**src/common/dmd_pkg.sv**
```systemverilog
// Shared constants and enumerations for the signal-processing datapath
package dmd_pkg;
	localparam int DATA_W = 16;
	localparam int ACC_W = 40;
	localparam int MUL_W = 17;
	localparam int PROD_W = 34;
	localparam int SHAMT_W = 5;
	localparam int SHIFT_MAX = 16;
	localparam int NUM_REGS = 16;
	localparam int REG_IDX_W = 4;
	localparam logic [3:0] SP_IDX = 4'hf;
	// Divide: 1 setup, 17 steps, 1 fixup
	localparam int DIV_CYCLES = 19;
	localparam int DIV_STEPS = 17;
	localparam int DIVCNT_W = 5;
	localparam logic [15:0] SAT_POS = 16'h7fff;
	localparam logic [15:0] SAT_NEG = 16'h8000;
	localparam logic [23:0] SAT_HI_LIMIT = 24'h007fff;
	localparam logic [23:0] SAT_LO_LIMIT = 24'hff8000;
	localparam int ACC_SIGN_BIT = 39;
	localparam logic [39:0] ACC_MAX = 40'h7fffffffff;
	localparam logic [39:0] ACC_MIN = 40'h8000000000;
	localparam logic [15:0] REG_RESET = 16'h0000;

	// Operand sign modes of the shared multiplier
	typedef enum logic [1:0] {
		DMD_MUL_SS,
		DMD_MUL_UU,
		DMD_MUL_SU
	} dmd_mul_mode_t;

	// Datapath operations issued by the sequencer
	typedef enum logic [3:0] {
		DMD_OP_NOP,
		DMD_OP_ADD,
		DMD_OP_SUB,
		DMD_OP_MUL,
		DMD_OP_MAC,
		DMD_OP_SHIFT_ACC,
		DMD_OP_SHIFT_REG,
		DMD_OP_STORE_ACC,
		DMD_OP_DIV,
		DMD_OP_WRITE_REG,
		DMD_OP_DWMOVE
	} dmd_op_t;

	// Divide flavours
	typedef enum logic [1:0] {
		DMD_DIV_16_INT,
		DMD_DIV_32_INT,
		DMD_DIV_16_FRAC,
		DMD_DIV_32_FRAC
	} dmd_div_t;
endpackage

```
**src/hw/dmd_div_unit.sv**
```systemverilog
// Iterative restoring divider, one step per repeated instruction
`timescale 1ns/10ps
module dmd_div_unit (
	input wire logic clk_sys_in,
	input wire logic resetn_in,
	input wire logic start_in,
	input wire logic step_in,
	input wire dmd_pkg::dmd_div_t kind_in,
	input wire logic [31:0] dividend_in,
	input wire logic [15:0] divisor_in,
	output logic busy_out,
	output logic done_out,
	output logic [15:0] quot_out,
	output logic [15:0] rem_out
);
	logic [4:0] cnt_r, cnt_nxt;
	logic [31:0] q_r, q_nxt;
	logic [16:0] rem_r, rem_nxt;
	logic [15:0] dvs_r, dvs_nxt;
	logic neg_r, neg_nxt;
	logic busy_r, done_r;
	logic [31:0] dvd_mag;
	logic [15:0] dvs_mag;
	logic [16:0] trial;
	logic [17:0] diff;
	logic is_frac, is_32;

	assign is_frac = (kind_in == dmd_pkg::DMD_DIV_16_FRAC) ||
		(kind_in == dmd_pkg::DMD_DIV_32_FRAC);
	assign is_32 = (kind_in == dmd_pkg::DMD_DIV_32_INT) ||
		(kind_in == dmd_pkg::DMD_DIV_32_FRAC);
	// Signed operands: work on magnitudes, fix sign at the end
	// Fractional dividend is a 1.15 word scaled up by 15 bits
	assign dvd_mag = is_frac ? {1'b0, (dividend_in[15] ?
		-dividend_in[15:0] : dividend_in[15:0]), 15'h0000} :
		is_32 ? (dividend_in[31] ? -dividend_in : dividend_in) :
		{16'h0000, dividend_in[15] ? -dividend_in[15:0] :
		dividend_in[15:0]};
	assign dvs_mag = divisor_in[15] ? -divisor_in : divisor_in;
	assign trial = {rem_r[15:0], q_r[31]};
	assign diff = {1'b0, trial} - {2'b00, dvs_r};

	// Partial state only advances on a step, so an interrupt between
	// steps leaves the quotient intact [RL11]
	always_comb begin
		cnt_nxt = cnt_r;
		q_nxt = q_r;
		rem_nxt = rem_r;
		dvs_nxt = dvs_r;
		neg_nxt = neg_r;
		if (start_in) begin
			cnt_nxt = 5'(dmd_pkg::DIV_STEPS);
			// Top bits seed the remainder, low 17 bits feed the steps;
			// the quotient must fit 16 bits or it wraps
			q_nxt = {dvd_mag[16:0], 15'h0000};
			rem_nxt = {2'b00, dvd_mag[31:17]};
			dvs_nxt = dvs_mag;
			neg_nxt = ((is_32 && !is_frac) ? dividend_in[31] :
				dividend_in[15]) ^ divisor_in[15];
		end else if (step_in && cnt_r != 5'h00) begin // [RL10]
			cnt_nxt = cnt_r - 5'h01;
			q_nxt = {q_r[30:0], ~diff[17]};
			rem_nxt = diff[17] ? trial : diff[16:0];
			if (cnt_r == 5'h01 && cnt_nxt == 5'h00) begin
				q_nxt = {q_r[30:0], ~diff[17]};
			end
		end
	end

	// Registers step state; results are held until next start
	always_ff @(posedge clk_sys_in or negedge resetn_in) begin
		if (!resetn_in) begin
			cnt_r <= 5'h00;
			q_r <= 32'h00000000;
			rem_r <= 17'h00000;
			dvs_r <= 16'h0000;
			neg_r <= 1'b0;
			busy_r <= 1'b0;
			done_r <= 1'b0;
		end else begin
			cnt_r <= cnt_nxt;
			q_r <= q_nxt;
			rem_r <= rem_nxt;
			dvs_r <= dvs_nxt;
			neg_r <= neg_nxt;
			busy_r <= cnt_nxt != 5'h00;
			done_r <= step_in && cnt_r == 5'h01;
		end
	end

	assign busy_out = busy_r;
	assign done_out = done_r;
	// Sign fixup is combinational on held registers
	assign quot_out = neg_r ? -q_r[15:0] : q_r[15:0];
	assign rem_out = rem_r[15:0];
endmodule

```
**src/hw/dmd_math_datapath.sv**
```systemverilog
// Arithmetic datapath: multiplier, accumulators, shifter, divide, saturation
// Behaviour
// RL1: One single-cycle 17x17 multiplier shared by MCU and DSP operations.
// RL2: Multiplier supports signed, unsigned and mixed-sign operands.
// RL3: Fractional -1.0 times -1.0 yields exact positive result.
// RL4: 40-bit ALU with two independent saturating 40-bit accumulators.
// RL5: 40-bit shifter moves up to 16 positions either way in one cycle.
// RL6: Shifter serves both MCU register and DSP accumulator operations.
// RL7: MAC fetches two operands, multiplies registers, accumulates, saturates.
// RL8: Dual-operand ops see split X/Y spaces; others see linear space.
// RL9: Divide 16/16 and 32/16, integer and fractional.
// RL10: Divide iterates per repeated instruction, 19 cycles total.
// RL11: Divide state survives interrupts taken between any divide cycles.
// RL12: Write saturation changes stored word only, never the accumulator.
// RL13: Write saturation uses rounded word, accumulator and round overflow.
// RL14: Enabled and value above 0x007fff stores 0x7fff.
// RL15: Enabled and value below 0xff8000 stores 0x8000.
// RL16: Operand sign for saturation comes from accumulator bit 39.
// RL17: Disabled saturation passes the rounded word unchanged.
// RL18: Sixteen 16-bit working registers; last one is the stack pointer.
// RL19: Per cycle: one memory read, one register read, one memory write. The code reads five registers per cycle (opa, opb, divisor, X and Y address).
// RL20: Single-cycle ops except flow change, double-word move, table ops.
// RL21: Signed shift amount: positive right, negative left, zero none.
// RL22: Bus operand at bits 16-31 for right, low bits for left; 16-bit MCU.
`timescale 1ns/10ps
module dmd_math_datapath #(
	parameter int NUM_REGS = dmd_pkg::NUM_REGS
) (
	input wire logic clk_sys_in,
	input wire logic resetn_in,
	input wire dmd_pkg::dmd_op_t op_in,
	input wire dmd_pkg::dmd_mul_mode_t mul_mode_in,
	input wire logic frac_mode_in,
	input wire logic acc_sel_in,
	input wire logic acc_sat_en_in,
	input wire logic data_write_saturate_enable_in,
	input wire logic round_en_in,
	input wire logic arith_shift_in,
	input wire logic signed [5:0] shift_amt_in,
	input wire logic [3:0] src_a_in,
	input wire logic [3:0] src_b_in,
	input wire logic [3:0] dst_in,
	input wire logic [3:0] xaddr_reg_in,
	input wire logic [3:0] yaddr_reg_in,
	input wire logic [15:0] xbus_rd_in,
	input wire logic [15:0] ybus_rd_in,
	input wire logic [15:0] wdata_in,
	input wire logic div_start_in,
	input wire dmd_pkg::dmd_div_t div_kind_in,
	output logic [15:0] xaddr_out,
	output logic [15:0] yaddr_out,
	output logic y_space_out,
	output logic [15:0] wr_data_out,
	output logic wr_en_out,
	output logic [39:0] acca_out,
	output logic [39:0] accb_out,
	output logic acc_ovf_out,
	output logic [15:0] result_out,
	output logic [15:0] stack_ptr_out,
	output logic multi_cycle_out,
	output logic div_busy_out
);
	logic [15:0] wreg_r [NUM_REGS];
	logic [39:0] acc_r [2];
	logic [39:0] acc_nxt;
	logic [15:0] xaddr_r, yaddr_r, wr_data_r, result_r, result_nxt;
	logic ysp_r, wr_en_r, ovf_r, mcyc_r;
	logic [15:0] opa, opb;
	logic [16:0] mul_a, mul_b;
	logic signed [33:0] prod;
	logic [39:0] prod_ext, acc_sel, alu_sum, alu_out;
	logic [40:0] sum_wide;
	logic alu_ovf;
	logic [39:0] sh_src, sh_res;
	logic [4:0] sh_mag;
	logic sh_right;
	logic [15:0] rnd_word;
	logic rnd_ovf, acc_hi_ovf;
	logic [15:0] sat_word;
	logic [15:0] div_q, div_rem;
	logic div_done;
	logic reg_we;

	// Saturating 40-bit add: clamp on signed overflow when asked [RL4]
	function automatic logic [39:0] sat40(input logic [40:0] s,
		input logic en);
		logic ov;
		ov = s[40] != s[39];
		if (en && ov) begin
			sat40 = s[40] ? dmd_pkg::ACC_MIN : dmd_pkg::ACC_MAX;
		end else begin
			sat40 = s[39:0];
		end
	endfunction

	// One read port per register source; address flops and divider read wreg_r directly
	assign opa = wreg_r[src_a_in]; // [RL19]
	assign opb = wreg_r[src_b_in];
	assign acc_sel = acc_r[acc_sel_in];

	// 17-bit extension chooses sign mode; -1 x -1 cannot wrap [RL2] [RL3]
	assign mul_a = {(mul_mode_in != dmd_pkg::DMD_MUL_UU) & opa[15], opa};
	assign mul_b = {(mul_mode_in == dmd_pkg::DMD_MUL_SS) & opb[15], opb};
	assign prod = $signed(mul_a) * $signed(mul_b); // [RL1]
	// Fractional mode shifts left once; 34 bits keep +1.0 representable
	assign prod_ext = frac_mode_in ? {{5{prod[33]}}, prod, 1'b0} :
		{{6{prod[33]}}, prod};

	// ALU adds the product, or adds or subtracts a bus word, into the chosen accumulator
	assign alu_sum = (op_in == dmd_pkg::DMD_OP_ADD ||
		op_in == dmd_pkg::DMD_OP_SUB) ?
		{{8{xbus_rd_in[15]}}, xbus_rd_in, 16'h0000} : prod_ext;
	assign sum_wide = (op_in == dmd_pkg::DMD_OP_SUB) ?
		{acc_sel[39], acc_sel} - {alu_sum[39], alu_sum} :
		{acc_sel[39], acc_sel} + {alu_sum[39], alu_sum}; // [RL7]
	assign alu_ovf = sum_wide[40] != sum_wide[39];
	assign alu_out = sat40(sum_wide, acc_sat_en_in); // [RL4]

	// Shifter source: accumulator, or register word opa placed per direction
	assign sh_right = !shift_amt_in[5]; // [RL21]
	assign sh_mag = sh_right ? shift_amt_in[4:0] : 5'(-shift_amt_in);
	assign sh_src = (op_in == dmd_pkg::DMD_OP_SHIFT_ACC) ? acc_sel :
		sh_right ? {{8{arith_shift_in & opa[15]}}, opa, 16'h0000} :
		{24'h000000, opa}; // [RL22] [RL6]
	assign sh_res = sh_right ?
		(arith_shift_in ? 40'($signed(sh_src) >>> sh_mag) :
		sh_src >> sh_mag) : sh_src << sh_mag; // [RL5]

	// Round stage: bits 31:16 with optional round-half-up from bit 15
	assign {rnd_ovf, rnd_word} = {1'b0, acc_sel[31:16]} +
		{16'h0000, round_en_in & acc_sel[15]};
	assign acc_hi_ovf = |(acc_sel[39:31] ^ {9{acc_sel[39]}});

	// Store saturation: accumulator is only read here, never written
	assign sat_word = !data_write_saturate_enable_in ? rnd_word : // [RL17]
		(!acc_sel[dmd_pkg::ACC_SIGN_BIT] && (acc_hi_ovf ||
		(rnd_ovf | (rnd_word[15] & ~acc_sel[31])))) ?
		dmd_pkg::SAT_POS : // [RL14] [RL16] [RL13]
		(acc_sel[dmd_pkg::ACC_SIGN_BIT] && acc_hi_ovf) ?
		dmd_pkg::SAT_NEG : rnd_word; // [RL15] [RL12]

	// Register writes: MCU results, MCU shifts, divide, or host load
	assign reg_we = op_in == dmd_pkg::DMD_OP_MUL ||
		op_in == dmd_pkg::DMD_OP_SHIFT_REG ||
		op_in == dmd_pkg::DMD_OP_WRITE_REG || div_done;
	always_comb begin
		result_nxt = result_r;
		unique case (op_in)
			dmd_pkg::DMD_OP_MUL: result_nxt = prod_ext[15:0];
			dmd_pkg::DMD_OP_SHIFT_REG: result_nxt = sh_right ?
				sh_res[31:16] : sh_res[15:0]; // [RL22]
			dmd_pkg::DMD_OP_WRITE_REG: result_nxt = wdata_in;
			dmd_pkg::DMD_OP_STORE_ACC: result_nxt = sat_word;
			default: result_nxt = result_r;
		endcase
		if (div_done) begin
			result_nxt = div_q;
		end
	end

	// Accumulator update selection
	always_comb begin
		acc_nxt = acc_sel;
		if (op_in == dmd_pkg::DMD_OP_MAC || op_in == dmd_pkg::DMD_OP_ADD ||
			op_in == dmd_pkg::DMD_OP_SUB) begin
			acc_nxt = alu_out;
		end else if (op_in == dmd_pkg::DMD_OP_SHIFT_ACC) begin
			acc_nxt = sh_res;
		end
	end

	dmd_div_unit u_div (
		.clk_sys_in(clk_sys_in),
		.resetn_in(resetn_in),
		.start_in(div_start_in),
		.step_in(op_in == dmd_pkg::DMD_OP_DIV), // [RL10] [RL9]
		.kind_in(div_kind_in),
		.dividend_in({wreg_r[src_b_in], opa}),
		.divisor_in(wreg_r[dst_in]),
		.busy_out(div_busy_out),
		.done_out(div_done),
		.quot_out(div_q),
		.rem_out(div_rem)
	);

	// Working register file; highest index doubles as stack pointer
	always_ff @(posedge clk_sys_in or negedge resetn_in) begin
		if (!resetn_in) begin
			for (int i = 0; i < NUM_REGS; i++) begin
				wreg_r[i] <= dmd_pkg::REG_RESET;
			end
		end else if (div_done) begin
			wreg_r[0] <= div_q;
			wreg_r[1] <= div_rem;
		end else if (reg_we) begin
			wreg_r[dst_in] <= result_nxt; // [RL18]
		end
	end

	// Two accumulators, only the selected one changes [RL4]
	always_ff @(posedge clk_sys_in or negedge resetn_in) begin
		if (!resetn_in) begin
			acc_r[0] <= 40'h0000000000;
			acc_r[1] <= 40'h0000000000;
		end else begin
			acc_r[acc_sel_in] <= acc_nxt;
		end
	end

	// Output flops: dual fetch addresses, store path, status
	always_ff @(posedge clk_sys_in or negedge resetn_in) begin
		if (!resetn_in) begin
			xaddr_r <= 16'h0000;
			yaddr_r <= 16'h0000;
			ysp_r <= 1'b0;
			wr_data_r <= 16'h0000;
			wr_en_r <= 1'b0;
			ovf_r <= 1'b0;
			result_r <= 16'h0000;
			mcyc_r <= 1'b0;
		end else begin
			xaddr_r <= wreg_r[xaddr_reg_in];
			yaddr_r <= wreg_r[yaddr_reg_in]; // [RL8]
			ysp_r <= op_in == dmd_pkg::DMD_OP_MAC; // [RL7] [RL8]
			wr_data_r <= sat_word; // [RL19]
			wr_en_r <= op_in == dmd_pkg::DMD_OP_STORE_ACC;
			ovf_r <= alu_ovf;
			result_r <= result_nxt;
			mcyc_r <= op_in == dmd_pkg::DMD_OP_DWMOVE; // [RL20]
		end
	end

	assign xaddr_out = xaddr_r;
	assign yaddr_out = yaddr_r;
	assign y_space_out = ysp_r;
	assign wr_data_out = wr_data_r;
	assign wr_en_out = wr_en_r;
	assign acca_out = acc_r[0];
	assign accb_out = acc_r[1];
	assign acc_ovf_out = ovf_r;
	assign result_out = result_r;
	assign stack_ptr_out = wreg_r[dmd_pkg::SP_IDX]; // [RL18]
	assign multi_cycle_out = mcyc_r;

	a_store_sat_pos: assert property (@(posedge clk_sys_in) // [RL14]
		disable iff (!resetn_in) op_in == dmd_pkg::DMD_OP_STORE_ACC &&
		data_write_saturate_enable_in && !acc_sel[39] && acc_hi_ovf
		|=> wr_data_out == 16'h7fff)
		else $error("positive store saturation missed");
	a_store_sat_neg: assert property (@(posedge clk_sys_in) // [RL15]
		disable iff (!resetn_in) op_in == dmd_pkg::DMD_OP_STORE_ACC &&
		data_write_saturate_enable_in && acc_sel[39] && acc_hi_ovf
		|=> wr_data_out == 16'h8000)
		else $error("negative store saturation missed");
	a_store_pass: assert property (@(posedge clk_sys_in) // [RL17]
		disable iff (!resetn_in) !data_write_saturate_enable_in
		|=> wr_data_out == $past(rnd_word))
		else $error("store word altered with saturation off");
	a_store_keeps_acc: assert property (@(posedge clk_sys_in) // [RL12]
		disable iff (!resetn_in) op_in == dmd_pkg::DMD_OP_STORE_ACC
		|=> acca_out == $past(acca_out) && accb_out == $past(accb_out))
		else $error("store changed accumulator");
	a_mul_minus_one: assert property (@(posedge clk_sys_in) // [RL3]
		disable iff (!resetn_in) op_in == dmd_pkg::DMD_OP_MAC &&
		frac_mode_in && mul_mode_in == dmd_pkg::DMD_MUL_SS &&
		opa == 16'h8000 && opb == 16'h8000 && acc_sel == 40'h0 &&
		!acc_sel_in |=> acca_out == 40'h0080000000)
		else $error("minus one squared wrapped");
	a_shift_zero: assert property (@(posedge clk_sys_in) // [RL21]
		disable iff (!resetn_in) op_in == dmd_pkg::DMD_OP_SHIFT_ACC &&
		shift_amt_in == 6'sd0 && !acc_sel_in
		|=> acca_out == $past(acca_out))
		else $error("zero shift changed operand");
	a_div_length: assert property (@(posedge clk_sys_in) // [RL10]
		disable iff (!resetn_in) div_start_in ##1
		(op_in == dmd_pkg::DMD_OP_DIV) [*8] |-> div_busy_out)
		else $error("divide ended early");
	a_mac_ysp: assert property (@(posedge clk_sys_in) // [RL8]
		disable iff (!resetn_in) op_in == dmd_pkg::DMD_OP_MAC
		|=> y_space_out)
		else $error("dual fetch space not split");
	c_mac: cover property (@(posedge clk_sys_in)
		op_in == dmd_pkg::DMD_OP_MAC && alu_ovf);
	c_store_sat: cover property (@(posedge clk_sys_in)
		wr_en_out && wr_data_out == 16'h7fff);
	c_div_done: cover property (@(posedge clk_sys_in) div_done);
endmodule

```
**config.mk**
```make
export PLATFORM = sky130hd
export DESIGN_NAME = dmd_math_datapath
export DESIGN_NICKNAME = d
export VERILOG_FILES = /design/src/common/dmd_pkg.sv /design/src/hw/dmd_div_unit.sv /design/src/hw/dmd_math_datapath.sv
export SDC_FILE = /design/constraint.sdc
export NUM_CORES = 2
export LEC_CHECK = 0
export BUFFER_PORTS_ARGS = -buffer_cell sky130_fd_sc_hd__clkbuf_2
export CAP_MARGIN = 20
export CORE_ASPECT_RATIO = 1.25
export CORE_MARGIN = 10
export CORE_UTILIZATION = 25
export DETAILED_ROUTE_END_ITERATION = 10
export GPL_TIMING_DRIVEN = 0
export PLACE_DENSITY_LB_ADDON = 0.1
export REMOVE_ABC_BUFFERS = 1
export SETUP_SLACK_MARGIN = 0.4
export SYNTH_ARGS = -nofsm -noshare
export SYNTH_HDL_FRONTEND = slang
export SYNTH_SLANG_ARGS = --single-unit
export TNS_END_PERCENT = 1
```
**constraint.sdc**
```tcl
create_clock -name clk_sys_in -period 31.2 [get_ports clk_sys_in]
set_clock_uncertainty 0.2 [all_clocks]
set_input_delay 1.56 -clock clk_sys_in [delete_from_list [all_inputs] [get_ports clk_sys_in]]
set_output_delay 1.56 -clock clk_sys_in [all_outputs]
set_load 0.02 [all_outputs]
```
# ---- After elaboration in Yosys (flattened, before gate mapping)
# Cells that the tools add are included.
dict set report classes {
  n_addsub 10
  mul 1
  n_lt_le_gt_ge 8
  n_eq_ne 16
  shifts 3
  muxes 58
  bitwise 17
  n_reduce_logical 26
}
# cell n
set ops {}
lappend ops {{2-to-1 mux 40 bit} 13}
lappend ops {{2-to-1 mux 16 bit} 22}
lappend ops {{binary-select mux 16 bit (select 4 bit)} 5}
lappend ops {{bitwise mux 256 bit} 1}
lappend ops {{2-to-1 mux 256 bit} 1}
lappend ops {{2-to-1 mux 32 bit} 6}
lappend ops {{bitwise mux 80 bit} 1}
lappend ops {{demux 16 bit (select 4 bit)} 1}
lappend ops {{case mux 16 bit (4 select lines)} 1}
lappend ops {{negation 16 bit} 3}
lappend ops {{adder 40 x 40 -> 41 bit} 1}
lappend ops {{2-to-1 mux 41 bit} 1}
lappend ops {{subtractor 40 x 40 -> 41 bit} 1}
lappend ops {{demux 40 bit (select 1 bit)} 1}
lappend ops {{<< shifter 40 x 5 -> 40 bit} 1}
lappend ops {{>> shifter 40 x 5 -> 40 bit} 1}
lappend ops {{>>> shifter 40 x 5 -> 40 bit} 1}
lappend ops {{multiplier 17 x 17 -> 34 bit} 1}
lappend ops {{2-to-1 mux 34 bit} 1}
lappend ops {{negation 32 bit} 1}
lappend ops {{>= comparator 5 bit (second input constant)} 5}
lappend ops {{inverter 4 -> 5 bit} 5}
lappend ops {{subtractor 17 x 16 -> 18 bit} 1}
lappend ops {{adder 16 x 1 -> 17 bit} 1}
lappend ops {{30 further kinds} 63}
dict set report word_totals {
  reg_bits 476
  elab_cells 172
}

# ---- Longest topological paths before layout
dict set report depth {
  depth_word 17
  ltp_mapped 54
  ltp_nobuf 46
}

# ---- Cells and area by module
# From an unflattened synthesis, not the netlist that was laid out.
dict set report hier_totals {
  cells_unflattened 5816
  hier_area_um2 53516.3
}
# mod n_inst cells_per_inst area_per_inst_um2 seq_area_each_um2
set modules_own_cells {}
lappend modules_own_cells {dmd_math_datapath 1 5141 47797.1 10109.7}
lappend modules_own_cells {dmd_div_unit 1 675 5719.2 1801.7}

# ---- Least setup slack after synthesis
# No wires, ideal clock.
dict set report synth_timing {
  path_kind {input -> register}
  startpoint {input port src_b_in[0]}
  endpoint {register acc_r (netlist bit acca_out[17])}
  setup_time_ps 110
  arrival_ps 13991
  slack_ps 16899
  cell_stages 46
  path_buffers 9
  cell_sequence {buf_2 -> buf_4 -> buf_2 -> buf_2 -> buf_1 -> buf_2 -> mux4_2 -> mux2_2 -> o21ai_0 -> clkbuf_1 -> nor2_1 -> fa_1 -> fa_1 -> fa_1 -> fa_1 -> fa_1 -> inv_1 -> fa_1 -> (+10 left out) -> nor2_1 -> nor4bb_1 -> nor2_1 -> xnor2_1 -> ha_1 -> nor2b_1 -> o21ai_0 -> nand2b_1 -> a21oi_1 -> o21ai_0 -> a221oi_1 -> o21ai_0 -> xor2_1 -> and2_0 -> buf_1 -> clkbuf_1 -> a211oi_1 -> o41ai_1}
}
dict set report synth_via {
  elab_chain_len 15
}
# element line
set synth_lines {}
lappend synth_lines {{start: declaration} dmd_math_datapath.sv:41} ;# input wire logic [3:0] src_b_in,
lappend synth_lines {{inverter 4 -> 5 bit (implied by the code) *} dmd_math_datapath.sv:98} ;# assign opb = wreg_r[src_b_in];
lappend synth_lines {{binary-select mux 16 bit (select 4 bit) *} dmd_math_datapath.sv:98}
lappend synth_lines {{2-to-1 mux 16 bit (implied by the code) * (2 in series)} dmd_math_datapath.sv:98}
lappend synth_lines {{AND 1 bit} dmd_math_datapath.sv:103} ;# assign mul_b = {(mul_mode_in == dmd_pkg::DMD_MUL_SS) & opb[15], opb};
lappend synth_lines {{multiplier 17 x 17 -> 34 bit *} dmd_math_datapath.sv:104} ;# assign prod = $signed(mul_a) * $signed(mul_b);
lappend synth_lines {{2-to-1 mux 34 bit} dmd_math_datapath.sv:106} ;# assign prod_ext = frac_mode_in ? {{5{prod[33]}}, prod, 1'b0} :
lappend synth_lines {{2-to-1 mux 40 bit *} dmd_math_datapath.sv:111} ;# op_in == dmd_pkg::DMD_OP_SUB) ?
lappend synth_lines {{adder 40 x 40 -> 41 bit or subtractor 40 x 40 -> 41 bit (tied branches)} {dmd_math_datapath.sv:115, dmd_math_datapath.sv:114}}
lappend synth_lines {{2-to-1 mux 41 bit *} dmd_math_datapath.sv:113} ;# assign sum_wide = (op_in == dmd_pkg::DMD_OP_SUB) ?
lappend synth_lines {{inequality test 1 bit} dmd_math_datapath.sv:88} ;# ov = s[40] != s[39];
lappend synth_lines {{logical AND 1 bit} dmd_math_datapath.sv:89} ;# if (en && ov) begin
lappend synth_lines {{2-to-1 mux 40 bit *} dmd_math_datapath.sv:89}
lappend synth_lines {{2-to-1 mux 40 bit *} dmd_math_datapath.sv:164} ;# if (op_in == dmd_pkg::DMD_OP_MAC || op_in == dmd_pkg::DMD_OP_ADD ||
lappend synth_lines {{bitwise mux 80 bit *} dmd_math_datapath.sv:206} ;# acc_r[acc_sel_in] <= acc_nxt;
lappend synth_lines {{end signal: indexed assignment} dmd_math_datapath.sv:206}
lappend synth_lines {{end: declaration} dmd_math_datapath.sv:64} ;# logic [39:0] acc_r [2];
# Mark *: on every way between the ends. The rest lies on a longest branch, timed or not. The select of a mux whose other input is x is not followed.
# A chain may end at the register's enable or synchronous reset.

# ---- Final worst setup path
dict set report layout_timing {
  startpoint {input port src_a_in[0]}
  endpoint {register acc_r (netlist bit accb_out[2])}
}
dict set report layout_via {
  elab_chain_len 15
}
# element line
set layout_lines {}
lappend layout_lines {{start: declaration} dmd_math_datapath.sv:40} ;# input wire logic [3:0] src_a_in,
lappend layout_lines {{inverter 4 -> 5 bit (implied by the code) *} dmd_math_datapath.sv:97} ;# assign opa = wreg_r[src_a_in];
lappend layout_lines {{binary-select mux 16 bit (select 4 bit) *} dmd_math_datapath.sv:97}
lappend layout_lines {{2-to-1 mux 16 bit (implied by the code) * (2 in series)} dmd_math_datapath.sv:97}
lappend layout_lines {{AND 1 bit} dmd_math_datapath.sv:102} ;# assign mul_a = {(mul_mode_in != dmd_pkg::DMD_MUL_UU) & opa[15], opa};
lappend layout_lines {{multiplier 17 x 17 -> 34 bit} dmd_math_datapath.sv:104}
lappend layout_lines {{2-to-1 mux 34 bit} dmd_math_datapath.sv:106}
lappend layout_lines {{2-to-1 mux 40 bit} dmd_math_datapath.sv:111}
lappend layout_lines {{adder 40 x 40 -> 41 bit or subtractor 40 x 40 -> 41 bit (tied branches)} {dmd_math_datapath.sv:115, dmd_math_datapath.sv:114}}
lappend layout_lines {{2-to-1 mux 41 bit} dmd_math_datapath.sv:113}
lappend layout_lines {{inequality test 1 bit} dmd_math_datapath.sv:88}
lappend layout_lines {{logical AND 1 bit} dmd_math_datapath.sv:89}
lappend layout_lines {{2-to-1 mux 40 bit} dmd_math_datapath.sv:89}
lappend layout_lines {{2-to-1 mux 40 bit *} dmd_math_datapath.sv:164}
lappend layout_lines {{bitwise mux 80 bit *} dmd_math_datapath.sv:206}
# Marked as above.

==> flow_summary.json <==
{
  "status": "finished clean",
  "numCtsBuffers": 68,
  "reg2reg_depth": 42,
  "drive_gt1_frac": 0.188,
  "setup_viol": 0,
  "cts-root-buf": "clkbuf_16",
  "reg2reg_from": "wreg_r[239]",
  "yosysTopAreaCellShare": 0.226,
  "min_to": "acca_out[31]",
  "cp-end-kind": "flip-flop",
  "r2r_end": "accb_out[2]",
  "holdCritPathClass": "flip-flop to flip-flop",
  "num_vias": 46561,
  "rrSetupSlack_ns": 16.10,
  "hold_viol": 0,
  "drc": 0,
  "cp_slowest_stage_delay_ns": 0.88,
  "yosysUniqueCellTypes": 106,
  "grt_use_total": 0.213,
  "antenna_found_initial": 11,
  "post_cts_buffers": 0,
  "cp_max_fo": 31,
  "gr-total-overflow": 0,
  "start_kind": "input pin",
  "port_buffers": 239,
  "postSynth.topFlopCell": "dfrtp_1",
  "yosysSeqAreaShare": 0.226,
  "critPathSlowestCell": "mux2_2",
  "gp_congestion": 0.944,
  "routed_wl_um": 253000,
  "cp.required_ns": 31.58,
  "maxCapViolations": 0,
  "ctsHoldBuffers": 0,
  "grt_max_degree": 107,
  "multi_input_area_sq_um": 37800,
  "synthAdderAreaFrac": 0.149,
  "synthMostInstantiatedCell": "nand2_1",
  "clock_sinks": 476,
  "synth_area_sq_um": 52800,
  "clkSlewWorstSetupHoldPaths_ns": 0.05,
  "tns_ns": 0,
  "yosysTopAreaCell": "dfrtp_1",
  "synth-xor-area-share": 0.0302,
  "synth_async_sr_flop_share": 1.00,
  "synthTopCellsByArea": "dfrtp_1 (23%), mux4_2 (17%), fa_1 (11%), nand2_1 (5.0%), o21ai_0 (3.9%)",
  "synth-compound-area-share": 0.178,
  "fin_crit_sh": 0.527,
  "vias_per_cell": 5.48,
  "yosys.area_share.simple": 0.135,
  "first_pass_iters": 6,
  "routedWlPerCell_um": 29.8,
  "synth_edf_count": 0,
  "postRouteAntennaNets": 0,
  "initial_core_util": 0.251,
  "worst_pin_slew_ns": 1.30,
  "period_needed_ns": 16.44,
  "synth_warnings": 0,
  "drt-initial-drc-count": 4063,
  "rsz0062_at_grt": "no",
  "area_delta_synth_final_pct": 14.8,
  "insertion_delay_ns": 0.70,
  "syn_avg_cell_area_sq_um": 9.26,
  "worst_ep_arrival_time_ns": 16.82,
  "hold_start": "acca_out[31]",
  "dpl.hpwl_um": 194000,
  "clockBufferDepth": 3,
  "core_sq_um": 210000,
  "dp_slack_ns": 14.14,
  "clock.fmax_mhz": 60.8,
  "final_util": 0.289,
  "placementRows": 188,
  "ioPinCount": 256,
  "cts_tree": "done",
  "cp-startpoint": "src_a_in[0]",
  "synth_mux_area_frac": 0.214,
  "die_h_um": 534,
  "ctsResizeCount": 0,
  "setup_ws_ns": 14.76,
  "die_w_um": 431,
  "seq_area_sq_um": 11900,
  "layout.nets": 6223,
  "grt_pass1_wl_um": 363000,
  "dieArea_sq_um": 230000,
  "path_class": "input pin to flip-flop",
  "cts.htree.levels": 3,
  "slew_violations": 0,
  "max-slew-margin-rel": 0.132,
  "synth_common_cells": "nand2_1 (708), dfrtp_1 (476), nor2_1 (453)",
  "hold_depth": 2,
  "fill_cells": 22243,
  "ys_ff_latch": 476,
  "synth_top_family_by_area": "multiplexers",
  "syn_inst": 5707,
  "grt_pass1_vias": 46959
}
==> cells by family (layout without fill, tap and decap cells) <==
family,Yosys count,in the layout
fa+ha+maj,450,450
flops,476,476
xor+xnor,182,182
other cells,0,3
simple gates,1626,1626
buf+inv,893,917
compound gates,1455,1455
mux,625,625
==> worst max path at each step <==
| stage | end | cells after the start | slack, ns |
|---|---|---|---|
| after floorplan | acca_out[23] | 37 | 17.97 |
| after global placement | accb_out[31] | 40 | 8.55 |
| after detailed placement | accb_out[2] | 44 | 14.14 |
| after CTS | accb_out[2] | 44 | 14.84 |
| after global routing | accb_out[20] | 46 | 14.04 |
| final | accb_out[2] | 44 | 14.76 |
==> through the flow <==
step	cell area (sq um)	cells	hold WS [ns]
3_3_place_gp	55500	8247	0.296
2_1_floorplan	50900	5253	0.287
6_report	60600	8489	0.307
3_5_place_dp	58300	8366	0.299
4_1_cts	60600	8485	0.312
5_1_grt	60600	8487	0.336
==> routing by layer <==
layer / wire length [um] / global-route usage / up-vias
met4: 9060 / 0.0656 / 4
met2: 123000 / 0.367 / 1658
met3: 13400 / 0.0314 / 329
met1: 107000 / 0.275 / 24080
met5: 34 / 0 / -
li1: - / - / 20490
==> cell usage in the layout, fill, tap and decap left out, drive strengths merged, types with 22 or more instances in the layout <==
master / count
a211oi: 89
a21o: 62
a21oi: 342
a221oi: 39
a22oi: 50
a31oi: 41
and2: 53
buf: 119
clkbuf: 343
dfrtp: 476
fa: 298
ha: 152
inv: 439
mux2: 85
mux2i: 145
mux4: 395
nand2: 709
nand2b: 54
nand3: 66
nand4: 28
nor2: 454
nor2b: 65
nor3: 91
o211ai: 40
o21a: 23
o21ai: 430
o22ai: 39
o31ai: 87
or3: 22
xnor2: 124
xor2: 58
==> layout make-up <==
cell class | count | area share
Multi-Input combinational cell | 4338 | 0.623
Sequential cell | 476 | 0.196
Timing Repair Buffer | 359 | 0.0586
Tap cell | 2755 | 0.0568
Clock buffer | 104 | 0.0343
Inverter | 439 | 0.0272
Clock inverter | 15 | 0.00384
Antenna cell | 3 | 0.000124
==> critical path: cells and delay by family <==
kind,cells,cell delay (ns)
adder cells (fa/ha/maj),8,4.19
AO/OA/AOI/OAI,14,3.28
AND/OR/NAND/NOR,10,2.71
buffers and inverters,6,1.81
multiplexers,3,1.60
XOR/XNOR,3,1.33
==> state kept, by name (all words and copies together), names as in the netlist, 5 cells and up <==
register       flops
accb_out          40
u_div.rem_r       16
xaddr_out         16
u_div.dvs_r       16
stack_ptr_out     16
yaddr_out         16
acca_out          40
wr_data_out       16
wreg_r           240
u_div.q_r         32
result_out        16
u_div.cnt_r        5
Power is left out: the tool's default activity adds up to more than one toggle a clock period on the data nets, which glitch-free logic cannot reach.
